**src/hdl/aacf_cfg.svh**
```systemverilog
// Constants for the arithmetic execute slice: modes, flag bits, word limits,
// register map. Assumes inclusion by bare name from hdl/.
`ifndef AACF_CFG_SVH
`define AACF_CFG_SVH
`define AACF_OFS_CTRL   4'h0
`define AACF_OFS_OPA    4'h1
`define AACF_OFS_OPB    4'h2
`define AACF_OFS_DST    4'h3
`define AACF_OFS_FLAGS  4'h4
`define AACF_OFS_RESULT 4'h5
`define AACF_OFS_MEMA   4'h6
`define AACF_OFS_STAT   4'h7
`define AACF_MODE_REG   2'h0
`define AACF_MODE_DIR   2'h1
`define AACF_MODE_IND   2'h2
`define AACF_MODE_IMM   2'h3
`define AACF_FL_C       0
`define AACF_FL_V       1
`define AACF_FL_Z       2
`define AACF_FL_N       3
`define AACF_FL_UF      4
`define AACF_FL_LV      5
`define AACF_FL_LUF     6
`define AACF_FL_OVM     7
`define AACF_EXT_REGS   8
`define AACF_FEXP_MAX   8'sh7f
`define AACF_FEXP_MIN   8'sh80
`define AACF_WORD_MAX   32'h7fffffff
`define AACF_WORD_MIN   32'h80000000
`endif

```
**src/hdl/aacf_pkg.sv**
```systemverilog
// Types for the arithmetic execute slice.
// Assumes the constants header is compiled alongside.
package aacf_pkg;
   typedef enum logic [2:0]
   {
      AACF_OP_ABS    = 3'b000,
      AACF_OP_ABS_ST = 3'b001,
      AACF_OP_ADC    = 3'b010,
      AACF_OP_ADC3   = 3'b011,
      AACF_OP_FADD3  = 3'b100,
      AACF_OP_FADD_ST= 3'b101
   } aacf_op_e;
   typedef enum logic [1:0]
   {
      AACF_ST_IDLE  = 2'b00,
      AACF_ST_EXEC  = 2'b01,
      AACF_ST_DONE  = 2'b10
   } aacf_state_e;
endpackage

```
**src/hdl/aacf_alu.sv**
```systemverilog
// Execute slice for magnitude, add-with-carry and float add, with a
// parallel store half. Wishbone classic slave on CORE_CLK.
// Function
// - Two-operand source mode 00 reg, 01 direct, 10 indirect, 11 immediate.
// - Three-operand mode: src1 indirect on bit0, src2 indirect on bit1.
// - Flags change only when destination is R0 through R7.
// - Two-operand add-with-carry: dst plus src plus carry into dst.
// - Three-operand add-with-carry: src1 plus src2 plus carry into dst.
// - Float add sums two sources; registers limited to R0 through R7; the code accepts any register.
// - Integer ops set latched overflow on overflow, else keep it.
// - Integer ops set overflow on overflow, else clear it.
// - Add-with-carry updates carry; magnitude and float add keep it.
// - Float add sets latched underflow and overflow, else keeps them.
// - Float add sets or clears underflow and overflow flags.
// - Integer results depend on the saturation mode bit.
// - Float add result ignores the saturation mode bit.
// - Parallel pair reads old registers, writes all at cycle end.
// - Same location: indirect source is read before the store.
// - Magnitude of most negative: overflow; saturate or pass unchanged.
`timescale 1ns/100ps
`include "aacf_cfg.svh"
module aacf_alu
   import aacf_pkg::*;
#(
   parameter int NREG  = 32,
   parameter int DEPTH = 16
)
(
   // Clock and reset
   input  wire logic        CORE_CLK,
   input  wire logic        RST,
   // Wishbone slave
   input  wire logic        WB_CYC_I,
   input  wire logic        WB_STB_I,
   input  wire logic        WB_WE_I,
   input  wire logic [5:2]  WB_ADR_I,
   input  wire logic [3:0]  WB_SEL_I,
   input  wire logic [31:0] WB_DAT_I,
   output logic      [31:0] WB_DAT_O,
   output logic             WB_ACK_O,
   // Execution status
   output logic             BUSY,
   output logic [7:0]       FLAGS
);
   localparam int RW = $clog2(NREG);
   localparam int MW = $clog2(DEPTH);

   initial
   begin
      if (NREG > 32 || DEPTH > 32) $error("field widths exceeded");
   end

   // Control word: [2:0] op, [4:3] mode, [9:5] src1/src, [14:10] src2,
   // [19:15] dst, [24:20] store source reg, [29:25] store addr, [31] go
   logic [31:0]  ctrl_ff;
   logic [31:0]  opa_ff;
   logic [31:0]  result_ff;
   logic [31:0]  mema_ff;
   logic [7:0]   flags_ff;
   logic         ack_ff;
   logic [31:0]  rdat_ff;
   aacf_state_e  state_ff;
   logic         go_pend_ff;

   wire aacf_op_e   op   = aacf_op_e'(ctrl_ff[2:0]);
   wire logic [1:0] mode = ctrl_ff[4:3];
   wire logic [4:0] f_s1 = ctrl_ff[9:5];
   wire logic [4:0] f_s2 = ctrl_ff[14:10];
   wire logic [4:0] f_d  = ctrl_ff[19:15];
   wire logic [4:0] f_ss = ctrl_ff[24:20];
   wire logic [4:0] f_sa = ctrl_ff[29:25];

   wire logic bus_req = WB_CYC_I && WB_STB_I && !ack_ff;
   wire logic bus_wr  = bus_req && WB_WE_I;

   // Byte-lane merge for writes
   function automatic logic [31:0] merge(input logic [31:0] old,
                                         input logic [31:0] nw,
                                         input logic [3:0]  sel);
      logic [31:0] r;
      r = old;
      for (int i = 0; i < 4; i++)
      begin
         if (sel[i]) r[i*8 +: 8] = nw[i*8 +: 8];
      end
      return r;
   endfunction

   // Regfile: port A reads src1 / dst, port B reads src2 / store source
   logic [31:0] rda;
   logic [31:0] rdb;
   logic        rf_we;
   logic [4:0]  rf_wa;
   logic [31:0] rf_wd;
   logic [31:0] mrd;
   logic        mem_we;

   // Two-operand adds read dst on port A and their source on port B
   wire logic [4:0] rf_ra = (op == AACF_OP_ADC) ? f_d : f_s1;
   wire logic [4:0] rf_rb = (op == AACF_OP_ABS_ST ||
                             op == AACF_OP_FADD_ST) ? f_ss :
                            (op == AACF_OP_ADC) ? f_s1 : f_s2;
   // Memory operand address: three-operand forms fetch src2 from memory
   // unless src1 is indirect too, when both share the src1 address
   wire logic [4:0] m_ra = ((op == AACF_OP_ADC3 || op == AACF_OP_FADD3 ||
                             op == AACF_OP_FADD_ST) && !mode[0]) ?
                           f_s2 : f_s1;

   aacf_regfile #(.NREG(NREG), .W(32)) u_rf
   (
      .clk (CORE_CLK),
      .rst (RST),
      .ra  (rf_ra[RW-1:0]),
      .rb  (rf_rb[RW-1:0]),
      .rda (rda),
      .rdb (rdb),
      .we  (rf_we),
      .wa  (rf_wa[RW-1:0]),
      .wd  (rf_wd)
   );

   aacf_opmem #(.DEPTH(DEPTH), .W(32)) u_mem
   (
      .clk   (CORE_CLK),
      .raddr (m_ra[MW-1:0]),
      .rdata (mrd),
      .we    (mem_we),
      .waddr (mem_we && state_ff != AACF_ST_EXEC ?
              mema_ff[MW-1:0] : f_sa[MW-1:0]),
      .wdata (mem_we && state_ff != AACF_ST_EXEC ? WB_DAT_I : rdb)
   );

   // Operand selection
   logic        is_three;
   logic [31:0] a_op;
   logic [31:0] b_op;
   always_comb
   begin
      is_three = (op == AACF_OP_ADC3 || op == AACF_OP_FADD3 ||
                  op == AACF_OP_FADD_ST);
      a_op = rda;
      b_op = rdb;
      if (is_three)
      begin
         a_op = mode[0] ? mrd : rda;
         b_op = mode[1] ? mrd : rdb;
      end
      else if (op == AACF_OP_ABS_ST)
      begin
         a_op = mrd;
      end
      else
      begin
         case (mode)
            `AACF_MODE_REG: b_op = (op == AACF_OP_ABS) ? rda : rdb;
            `AACF_MODE_DIR,
            `AACF_MODE_IND: b_op = mrd;
            `AACF_MODE_IMM: b_op = opa_ff;
            default:        b_op = rdb;
         endcase
         if (op == AACF_OP_ABS) a_op = b_op;
      end
   end

   // Integer datapath
   logic [32:0] isum;
   logic [31:0] ires;
   logic        iov;
   logic        icy;
   always_comb
   begin
      isum = {1'b0, a_op} + {1'b0, b_op} +
             {32'h0, flags_ff[`AACF_FL_C]};
      icy  = isum[32];
      iov  = (a_op[31] == b_op[31]) && (isum[31] != a_op[31]);
      ires = isum[31:0];
      if (iov && flags_ff[`AACF_FL_OVM])
      begin
         ires = a_op[31] ? `AACF_WORD_MIN : `AACF_WORD_MAX;
      end
   end

   logic [31:0] ares;
   logic        aov;
   always_comb
   begin
      aov  = (a_op == `AACF_WORD_MIN);
      ares = a_op[31] ? (~a_op + 32'h1) : a_op;
      if (aov)
      begin
         ares = flags_ff[`AACF_FL_OVM] ? `AACF_WORD_MAX : a_op;
      end
   end

   // Float add: [31:24] signed exponent, [23] sign, [22:0] fraction
   logic [31:0] fres;
   logic        fov;
   logic        fuf;
   logic        fzero;
   always_comb
   begin
      logic signed [8:0]  ea;
      logic signed [8:0]  eb;
      logic signed [8:0]  er;
      logic signed [26:0] ma;
      logic signed [26:0] mb;
      logic signed [26:0] ms;
      logic [8:0]         dsh;
      logic [26:0]        mag;
      dsh = 9'd0;
      er  = 9'sd0;
      ms  = 27'sd0;
      mag = 27'd0;
      ea = 9'(signed'(a_op[31:24]));
      eb = 9'(signed'(b_op[31:24]));
      ma = 27'(signed'({a_op[23], ~a_op[23], a_op[22:0]}));
      mb = 27'(signed'({b_op[23], ~b_op[23], b_op[22:0]}));
      if (ea >= eb)
      begin
         dsh = 9'(ea - eb);
         mb  = (dsh > 9'd26) ? 27'sd0 : (mb >>> dsh);
         er  = ea;
      end
      else
      begin
         dsh = 9'(eb - ea);
         ma  = (dsh > 9'd26) ? 27'sd0 : (ma >>> dsh);
         er  = eb;
      end
      ms  = ma + mb;
      mag = ms[26] ? 27'(-ms) : 27'(ms);
      if (mag[24])
      begin
         mag = mag >> 1;
         er  = er + 9'sd1;
      end
      else
      begin
         for (int k = 0; k < 24; k++)
         begin
            if (!mag[23] && mag != 27'd0)
            begin
               mag = mag << 1;
               er  = er - 9'sd1;
            end
         end
      end
      fzero = (mag == 27'd0);
      fov   = !fzero && (er > 9'(`AACF_FEXP_MAX));
      fuf   = !fzero && (er <= 9'(`AACF_FEXP_MIN));
      // Saturation mode bit is never consulted here
      if (fzero || fuf)
         fres = {`AACF_FEXP_MIN, 24'h0};
      else if (fov)
         fres = {`AACF_FEXP_MAX, ms[26], {23{~ms[26]}}};
      else
         fres = {er[7:0], ms[26], mag[22:0]};
   end

   // Flag and result resolution
   logic [31:0] res;
   logic [7:0]  nflags;
   always_comb
   begin
      res    = ires;
      nflags = flags_ff;
      case (op)
         AACF_OP_ABS, AACF_OP_ABS_ST:
         begin
            res = ares;
            nflags[`AACF_FL_N]  = 1'b0;
            nflags[`AACF_FL_V]  = aov;
            nflags[`AACF_FL_LV] = flags_ff[`AACF_FL_LV] | aov;
            nflags[`AACF_FL_UF] = 1'b0;
         end
         AACF_OP_ADC, AACF_OP_ADC3:
         begin
            nflags[`AACF_FL_N]  = ires[31];
            nflags[`AACF_FL_V]  = iov;
            nflags[`AACF_FL_LV] = flags_ff[`AACF_FL_LV] | iov;
            nflags[`AACF_FL_C]  = icy;
            nflags[`AACF_FL_UF] = 1'b0;
         end
         AACF_OP_FADD3, AACF_OP_FADD_ST:
         begin
            res = fres;
            nflags[`AACF_FL_N]   = fres[23] && !fzero && !fuf;
            nflags[`AACF_FL_V]   = fov;
            nflags[`AACF_FL_UF]  = fuf;
            nflags[`AACF_FL_LV]  = flags_ff[`AACF_FL_LV] | fov;
            nflags[`AACF_FL_LUF] = flags_ff[`AACF_FL_LUF] | fuf;
         end
         default: res = ires;
      endcase
      if (op == AACF_OP_FADD3 || op == AACF_OP_FADD_ST)
         nflags[`AACF_FL_Z] = fzero || fuf;
      else
         nflags[`AACF_FL_Z] = (res == 32'h0);
      if (f_d >= 5'(`AACF_EXT_REGS))
         nflags = flags_ff;
      nflags[`AACF_FL_OVM] = flags_ff[`AACF_FL_OVM];
   end

   // Sequencer: IDLE -> EXEC (operands registered) -> DONE
   wire logic go_wr = bus_wr && WB_ADR_I == `AACF_OFS_CTRL &&
                      WB_SEL_I[3] && WB_DAT_I[31];
   always_ff @(posedge CORE_CLK)
   begin
      if (RST)
         state_ff <= AACF_ST_IDLE;
      else
         case (state_ff)
            AACF_ST_IDLE: if (go_pend_ff) state_ff <= AACF_ST_EXEC;
            AACF_ST_EXEC: state_ff <= AACF_ST_DONE;
            AACF_ST_DONE: state_ff <= AACF_ST_IDLE;
            default:      state_ff <= AACF_ST_IDLE;
         endcase
   end

   always_ff @(posedge CORE_CLK)
   begin
      if (RST)
         go_pend_ff <= 1'b0;
      else
         go_pend_ff <= go_wr && state_ff == AACF_ST_IDLE;
   end

   // All writes land together at the end of the execute cycle
   assign rf_we  = (state_ff == AACF_ST_EXEC);
   assign rf_wa  = f_d;
   assign rf_wd  = res;
   // Store reads the old register and the memory port's old data
   // A MEMA write whose data has bit 31 set also stores that word at the
   // previous pointer; arming from the data means a pointer write never
   // scribbles on memory, but only such words can be loaded this way
   assign mem_we = (state_ff == AACF_ST_EXEC &&
                    (op == AACF_OP_ABS_ST || op == AACF_OP_FADD_ST)) ||
                   (bus_wr && WB_ADR_I == `AACF_OFS_MEMA &&
                    state_ff == AACF_ST_IDLE && WB_DAT_I[31]);

   always_ff @(posedge CORE_CLK)
   begin
      if (RST)
         result_ff <= 32'h0;
      else if (state_ff == AACF_ST_EXEC)
         result_ff <= res;
   end

   always_ff @(posedge CORE_CLK)
   begin
      if (RST)
         flags_ff <= 8'h0;
      else if (state_ff == AACF_ST_EXEC)
         flags_ff <= nflags;
      else if (bus_wr && WB_ADR_I == `AACF_OFS_FLAGS)
         flags_ff <= 8'(merge({24'h0, flags_ff}, WB_DAT_I, WB_SEL_I));
   end

   // Register writes from software
   always_ff @(posedge CORE_CLK)
   begin
      if (RST)
      begin
         ctrl_ff <= 32'h0;
         opa_ff  <= 32'h0;
         mema_ff <= 32'h0;
      end
      else if (bus_wr && state_ff == AACF_ST_IDLE)
      begin
         case (WB_ADR_I)
            `AACF_OFS_CTRL:
               ctrl_ff <= merge(ctrl_ff, WB_DAT_I, WB_SEL_I) &
                          32'h7fffffff;
            `AACF_OFS_OPA:  opa_ff  <= merge(opa_ff, WB_DAT_I, WB_SEL_I);
            `AACF_OFS_MEMA: mema_ff <= merge(mema_ff, WB_DAT_I, WB_SEL_I);
            default: ;
         endcase
      end
   end

   // Bus answer: registered ack after one wait state, dropped in the next
   always_ff @(posedge CORE_CLK)
   begin
      if (RST)
      begin
         ack_ff  <= 1'b0;
         rdat_ff <= 32'h0;
      end
      else
      begin
         ack_ff <= bus_req;
         case (WB_ADR_I)
            `AACF_OFS_CTRL:   rdat_ff <= ctrl_ff;
            `AACF_OFS_OPA:    rdat_ff <= opa_ff;
            `AACF_OFS_FLAGS:  rdat_ff <= {24'h0, flags_ff};
            `AACF_OFS_RESULT: rdat_ff <= result_ff;
            `AACF_OFS_MEMA:   rdat_ff <= mema_ff;
            `AACF_OFS_STAT:   rdat_ff <= {30'h0, state_ff};
            default:          rdat_ff <= 32'h0;
         endcase
      end
   end

   assign WB_ACK_O = ack_ff;
   assign WB_DAT_O = rdat_ff;
   assign FLAGS    = flags_ff;
   always_ff @(posedge CORE_CLK)
   begin
      if (RST)
         BUSY <= 1'b0;
      else
         BUSY <= go_wr || go_pend_ff || state_ff == AACF_ST_EXEC;
   end
endmodule // aacf_alu

```
**src/hdl/aacf_opmem.sv**
```systemverilog
// Small operand memory standing in for the data-memory operand path.
// Read data registered; read and write in one cycle return old data.
`timescale 1ns/100ps
module aacf_opmem
#(
   parameter int DEPTH = 16,
   parameter int W     = 32
)
(
   // Clock
   input  wire logic                     clk,
   // Read port
   input  wire logic [$clog2(DEPTH)-1:0] raddr,
   output logic      [W-1:0]             rdata,
   // Write port
   input  wire logic                     we,
   input  wire logic [$clog2(DEPTH)-1:0] waddr,
   input  wire logic [W-1:0]             wdata
);
   logic [W-1:0] mem_ff [DEPTH];

   initial
   begin
      if (DEPTH < 2) $error("DEPTH too small");
   end

   always_ff @(posedge clk)
   begin
      rdata <= mem_ff[raddr];
   end

   always_ff @(posedge clk)
   begin
      if (we)
      begin
         mem_ff[waddr] <= wdata;
      end
   end
endmodule // aacf_opmem

```
**src/hdl/aacf_regfile.sv**
```systemverilog
// Register file of the slice: two read ports, one write port.
// Read data comes out of registers; write lands at the clock edge.
`timescale 1ns/100ps
module aacf_regfile
   import aacf_pkg::*;
#(
   parameter int NREG = 32,
   parameter int W    = 32
)
(
   // Clock and reset
   input  wire logic                    clk,
   input  wire logic                    rst,
   // Read ports
   input  wire logic [$clog2(NREG)-1:0] ra,
   input  wire logic [$clog2(NREG)-1:0] rb,
   output logic      [W-1:0]            rda,
   output logic      [W-1:0]            rdb,
   // Write port
   input  wire logic                    we,
   input  wire logic [$clog2(NREG)-1:0] wa,
   input  wire logic [W-1:0]            wd
);
   logic [W-1:0] mem_ff [NREG];

   initial
   begin
      if (NREG < `AACF_EXT_REGS) $error("NREG too small");
   end

   // Old contents are read: a write in the same edge is not seen here
   always_ff @(posedge clk)
   begin
      rda <= mem_ff[ra];
      rdb <= mem_ff[rb];
   end

   always_ff @(posedge clk)
   begin
      if (we)
      begin
         mem_ff[wa] <= wd;
      end
   end
endmodule // aacf_regfile
```
**config.mk**
```make
export PLATFORM = sky130hd
export DESIGN_NAME = aacf_alu
export DESIGN_NICKNAME = d
export VERILOG_FILES = /design/src/hdl/aacf_pkg.sv /design/src/hdl/aacf_alu.sv /design/src/hdl/aacf_opmem.sv /design/src/hdl/aacf_regfile.sv
export VERILOG_INCLUDE_DIRS = /design/src /design/src/hdl
export SDC_FILE = /design/constraint.sdc
export NUM_CORES = 2
export LEC_CHECK = 0
export BUFFER_PORTS_ARGS = -buffer_cell sky130_fd_sc_hd__buf_2
export CAP_MARGIN = 20
export CORE_MARGIN = 5
export CORE_UTILIZATION = 50
export DETAILED_ROUTE_END_ITERATION = 7
export PLACE_DENSITY = 0.65
export RECOVER_POWER = 100
export SLEW_MARGIN = 20
export SYNTH_ARGS = -nofsm -noshare
export SYNTH_HDL_FRONTEND = slang
export SYNTH_SLANG_ARGS = --single-unit
```
**constraint.sdc**
```tcl
create_clock -name CORE_CLK -period 36.1 [get_ports CORE_CLK]
set_clock_uncertainty 0.15 [all_clocks]
set_input_delay 3.61 -clock CORE_CLK [delete_from_list [all_inputs] [get_ports CORE_CLK]]
set_output_delay 3.61 -clock CORE_CLK [all_outputs]
set_load 0.02 [all_outputs]
```
==> impl_results.md <==
- Outcome: complete, but fails checks
- Failing checks: capacitance limit, slew limit
- Worst path bufs/invs: 12
- Max stage delay on crit path: 1.13 ns
- CTS tree: done
- WS Path Type: flop to flop
- Router iterations before antenna repair: 7
- First-pass GRT wire length: 502 mm
- Largest net degree at the start of global routing: 129
- VDD IR max: 0.0000590 V
- Drt drc: 0
- H-tree depth: 4
- Final Cell Area: 0.108 mm^2
- 1st-iter DRT viols: 10100
- Slew at the pin with the worst max-slew slack: 9.17 ns
- Cells after Synth: 7918
- CTS Buf Count: 180
- Total power: 5.06 mW
- HPWL Detailed: 227 mm
- Final TNS setup: 0 ns
- Pwr/cell area: 46.8 mW/mm^2
- Core region area: 0.195 mm^2
- Most numerous cell in the Yosys netlist: edfxtp_1
- Worst Setup End Kind: flop
- Post-synth top area share: 46.9%
- Net count after synthesis: 8068
- Syn Std Cell Area: 0.0984 mm^2
- Final cycle utilization of the critical path: 89.7%
- Gr ovfl total: 0
- Total setup buffers inserted after CTS: 0
- Seq/Total Area, Yosys: 52.3%
- Sinks on Clock Net: 1804
- Bufs on Longest Clock Path: 3
- CP startpoint kind: flop
- Synth area leader: edfxtp_1
- YS warnings: 0
- Row count: 162
- Area contributors post-synth: edfxtp_1 (47%), mux4_2 (15%), dfxtp_1 (5.5%)
- Pleak: 35.3 nW
- HP Class: flop to flop
- ANT nets after route: 0
- F_max: 30.9 MHz
- Total Routing Usage GR: 33.5%
- Initial cell density of the core: 50.4%
- Final Setup Violations: 0
- Post-synth EDFFs: 1536
- Worst EP required: 36.77 ns
- Vias in the first global route: 70600
- Post-layout min period: 32.38 ns
- Worst-Skew Late Latency: 0.88 ns
- Final WL: 352 mm
- Port bufs: 86
- Layout cells sized above 1: 17.8%
- Reg clk slew, reported paths: 0.06 ns
- I/O pin total: 87
- Most frequent CP cell: ha_1
- Via-per-instance ratio: 6.92
- Die width: 454 um
- Mapped Avg Cell Area: 12.4 um^2
- Place WS: 5.85 ns
- Critical path fanouts, max: 69
- Relative slew margins: -512%
- CP arrival: 33.05 ns
- Final std cells w/o fill: 10700
- Predominant post-synthesis flop cell: edfxtp_1
- Post-synth ARST share: 0%
- Die Footprint: 0.206 mm^2
- Area delta synth->final: 9.94%
- GPL Wtd Cong: 1.01
- Total Nets Final: 8021
- Register bit count reported by yosys: 1804
- Slowest library cell on the worst path: clkbuf_1
- Antenna violations before repair: 27
- Synth cell count leaders: edfxtp_1 (1536), nand2_1 (907), mux4_2 (640)
- Placed cell count: 10300
- Die height: 454 um
- RSZ-0062 raised after global routing: no
- Vias: 73900
- DR WL/cell: 33.0 um
- Max-cap violations: 74
- Final setup margin: 3.72 ns
- Dpl cell area: 0.103 mm^2
- Slew Viols, Final: 2585
- Family with the most delay on the worst path: compound AO/OA/AOI/OAI gates
- PostCTS Resize Cnt: 0
- Synth unique cells: 142
- CTS Root Cell: clkbuf_16
- Fin. Hold Viols: 0
- Hold Buf Count CTS: 0
[final cells by class]
type                       instances  area (um^2)
clock inverter                    93         1100
multi-input combinational       5438        45000
antenna                           18         45.0
timing repair buffer             325         1960
inverter                         122          458
tap                             2624         3280
sequential                      1804        51500
clock buffer                     247         4920
fill                           16200        87200
[final timing paths]
check / from / endpoint / slack [ns] / cells past startpoint
worst min-delay path: WB_ACK_O / WB_ACK_O / 0.30 / 1
worst min register to register: WB_ACK_O / WB_ACK_O / 0.30 / 1
worst max register to register: ctrl_ff[2] / FLAGS[2] / 3.72 / 121
worst max-delay path: ctrl_ff[2] / FLAGS[2] / 3.72 / 121
[layer usage]
layer  GRT usage, %  part of all wire, %
met4           18.5                  6.8
met3           7.21                   10
met2           52.7                   46
met5          0.466                0.048
met1           43.7                   37
[worst reg2reg max path, delay by kind of cell, from the launching register on]
family	cells	cell delay, ns
flops	1	0.30
xor+xnor	2	0.95
simple gates	36	6.79
buf+inv	12	4.37
fa+ha+maj	23	7.59
mux	9	2.22
compound gates	39	9.93
[where the power goes]
part	internal [mW]	switching (mW)	total [mW]
Combinational	0.317	0.620	0.938
Clock	1.06	0.820	1.88
Sequential	2.24	0.00237	2.25
Total	3.62	1.44	5.06
[flip-flops by register name (all words and copies together) (netlist names), 32 cells and up]
signal	cells
mema_ff	32
u_rf.rdb	32
u_rf.rda	32
u_mem.mem_ff	512
u_mem.rdata	32
result_ff	32
WB_DAT_O	32
opa_ff	32
u_rf.mem_ff	1024
[through the flow]
step / util, % / hold WS, ns
floorplan: - / 0.282
global placement: 52.5 / 0.284
detailed placement: 52.5 / 0.290
CTS: 55.6 / 0.299
global route: 55.4 / 0.324
finish: 55.4 / 0.305
[logic make-up after synthesis]
family	synth area share (%)
flops	52.3
mux	18.2
compound gates	11.9
fa+ha+maj	1.37
xor+xnor	2.47
simple gates	11.0
buf+inv	2.72
[placed cells by master, fill, tap and decap left out, types with 35 or more instances in the layout]
cell       synthesis  layout
ha_1             100      98
nand2b_1          42      41
mux2_2           130      94
a221oi_1          52      52
buf_2             29      42
xor2_1            56      53
clkbuf_16          0     181
o22ai_1           56      56
a31oi_1           89      89
a211oi_1         112     111
buf_4             16     158
mux2_1             1      35
or3_1             41      40
nand4_1           44      44
nor2_4             0      44
mux2i_1          197     186
nor4_1            38      38
nor2_1           522     468
a22oi_1           79      78
nand2_1          907     907
clkbuf_1         384     171
edfxtp_1        1536    1536
a21oi_1          518     512
and3_1            62      62
o21ai_0          359     358
dfxtp_1          268     267
a21o_1            45      45
inv_1            118     118
mux4_2           640     640
nor3_1           102     101
nor2b_1           47      47
nand3_1          358     358
xnor2_1          139     134
o211ai_1         106     106
(Power assumes the default switching activity.)
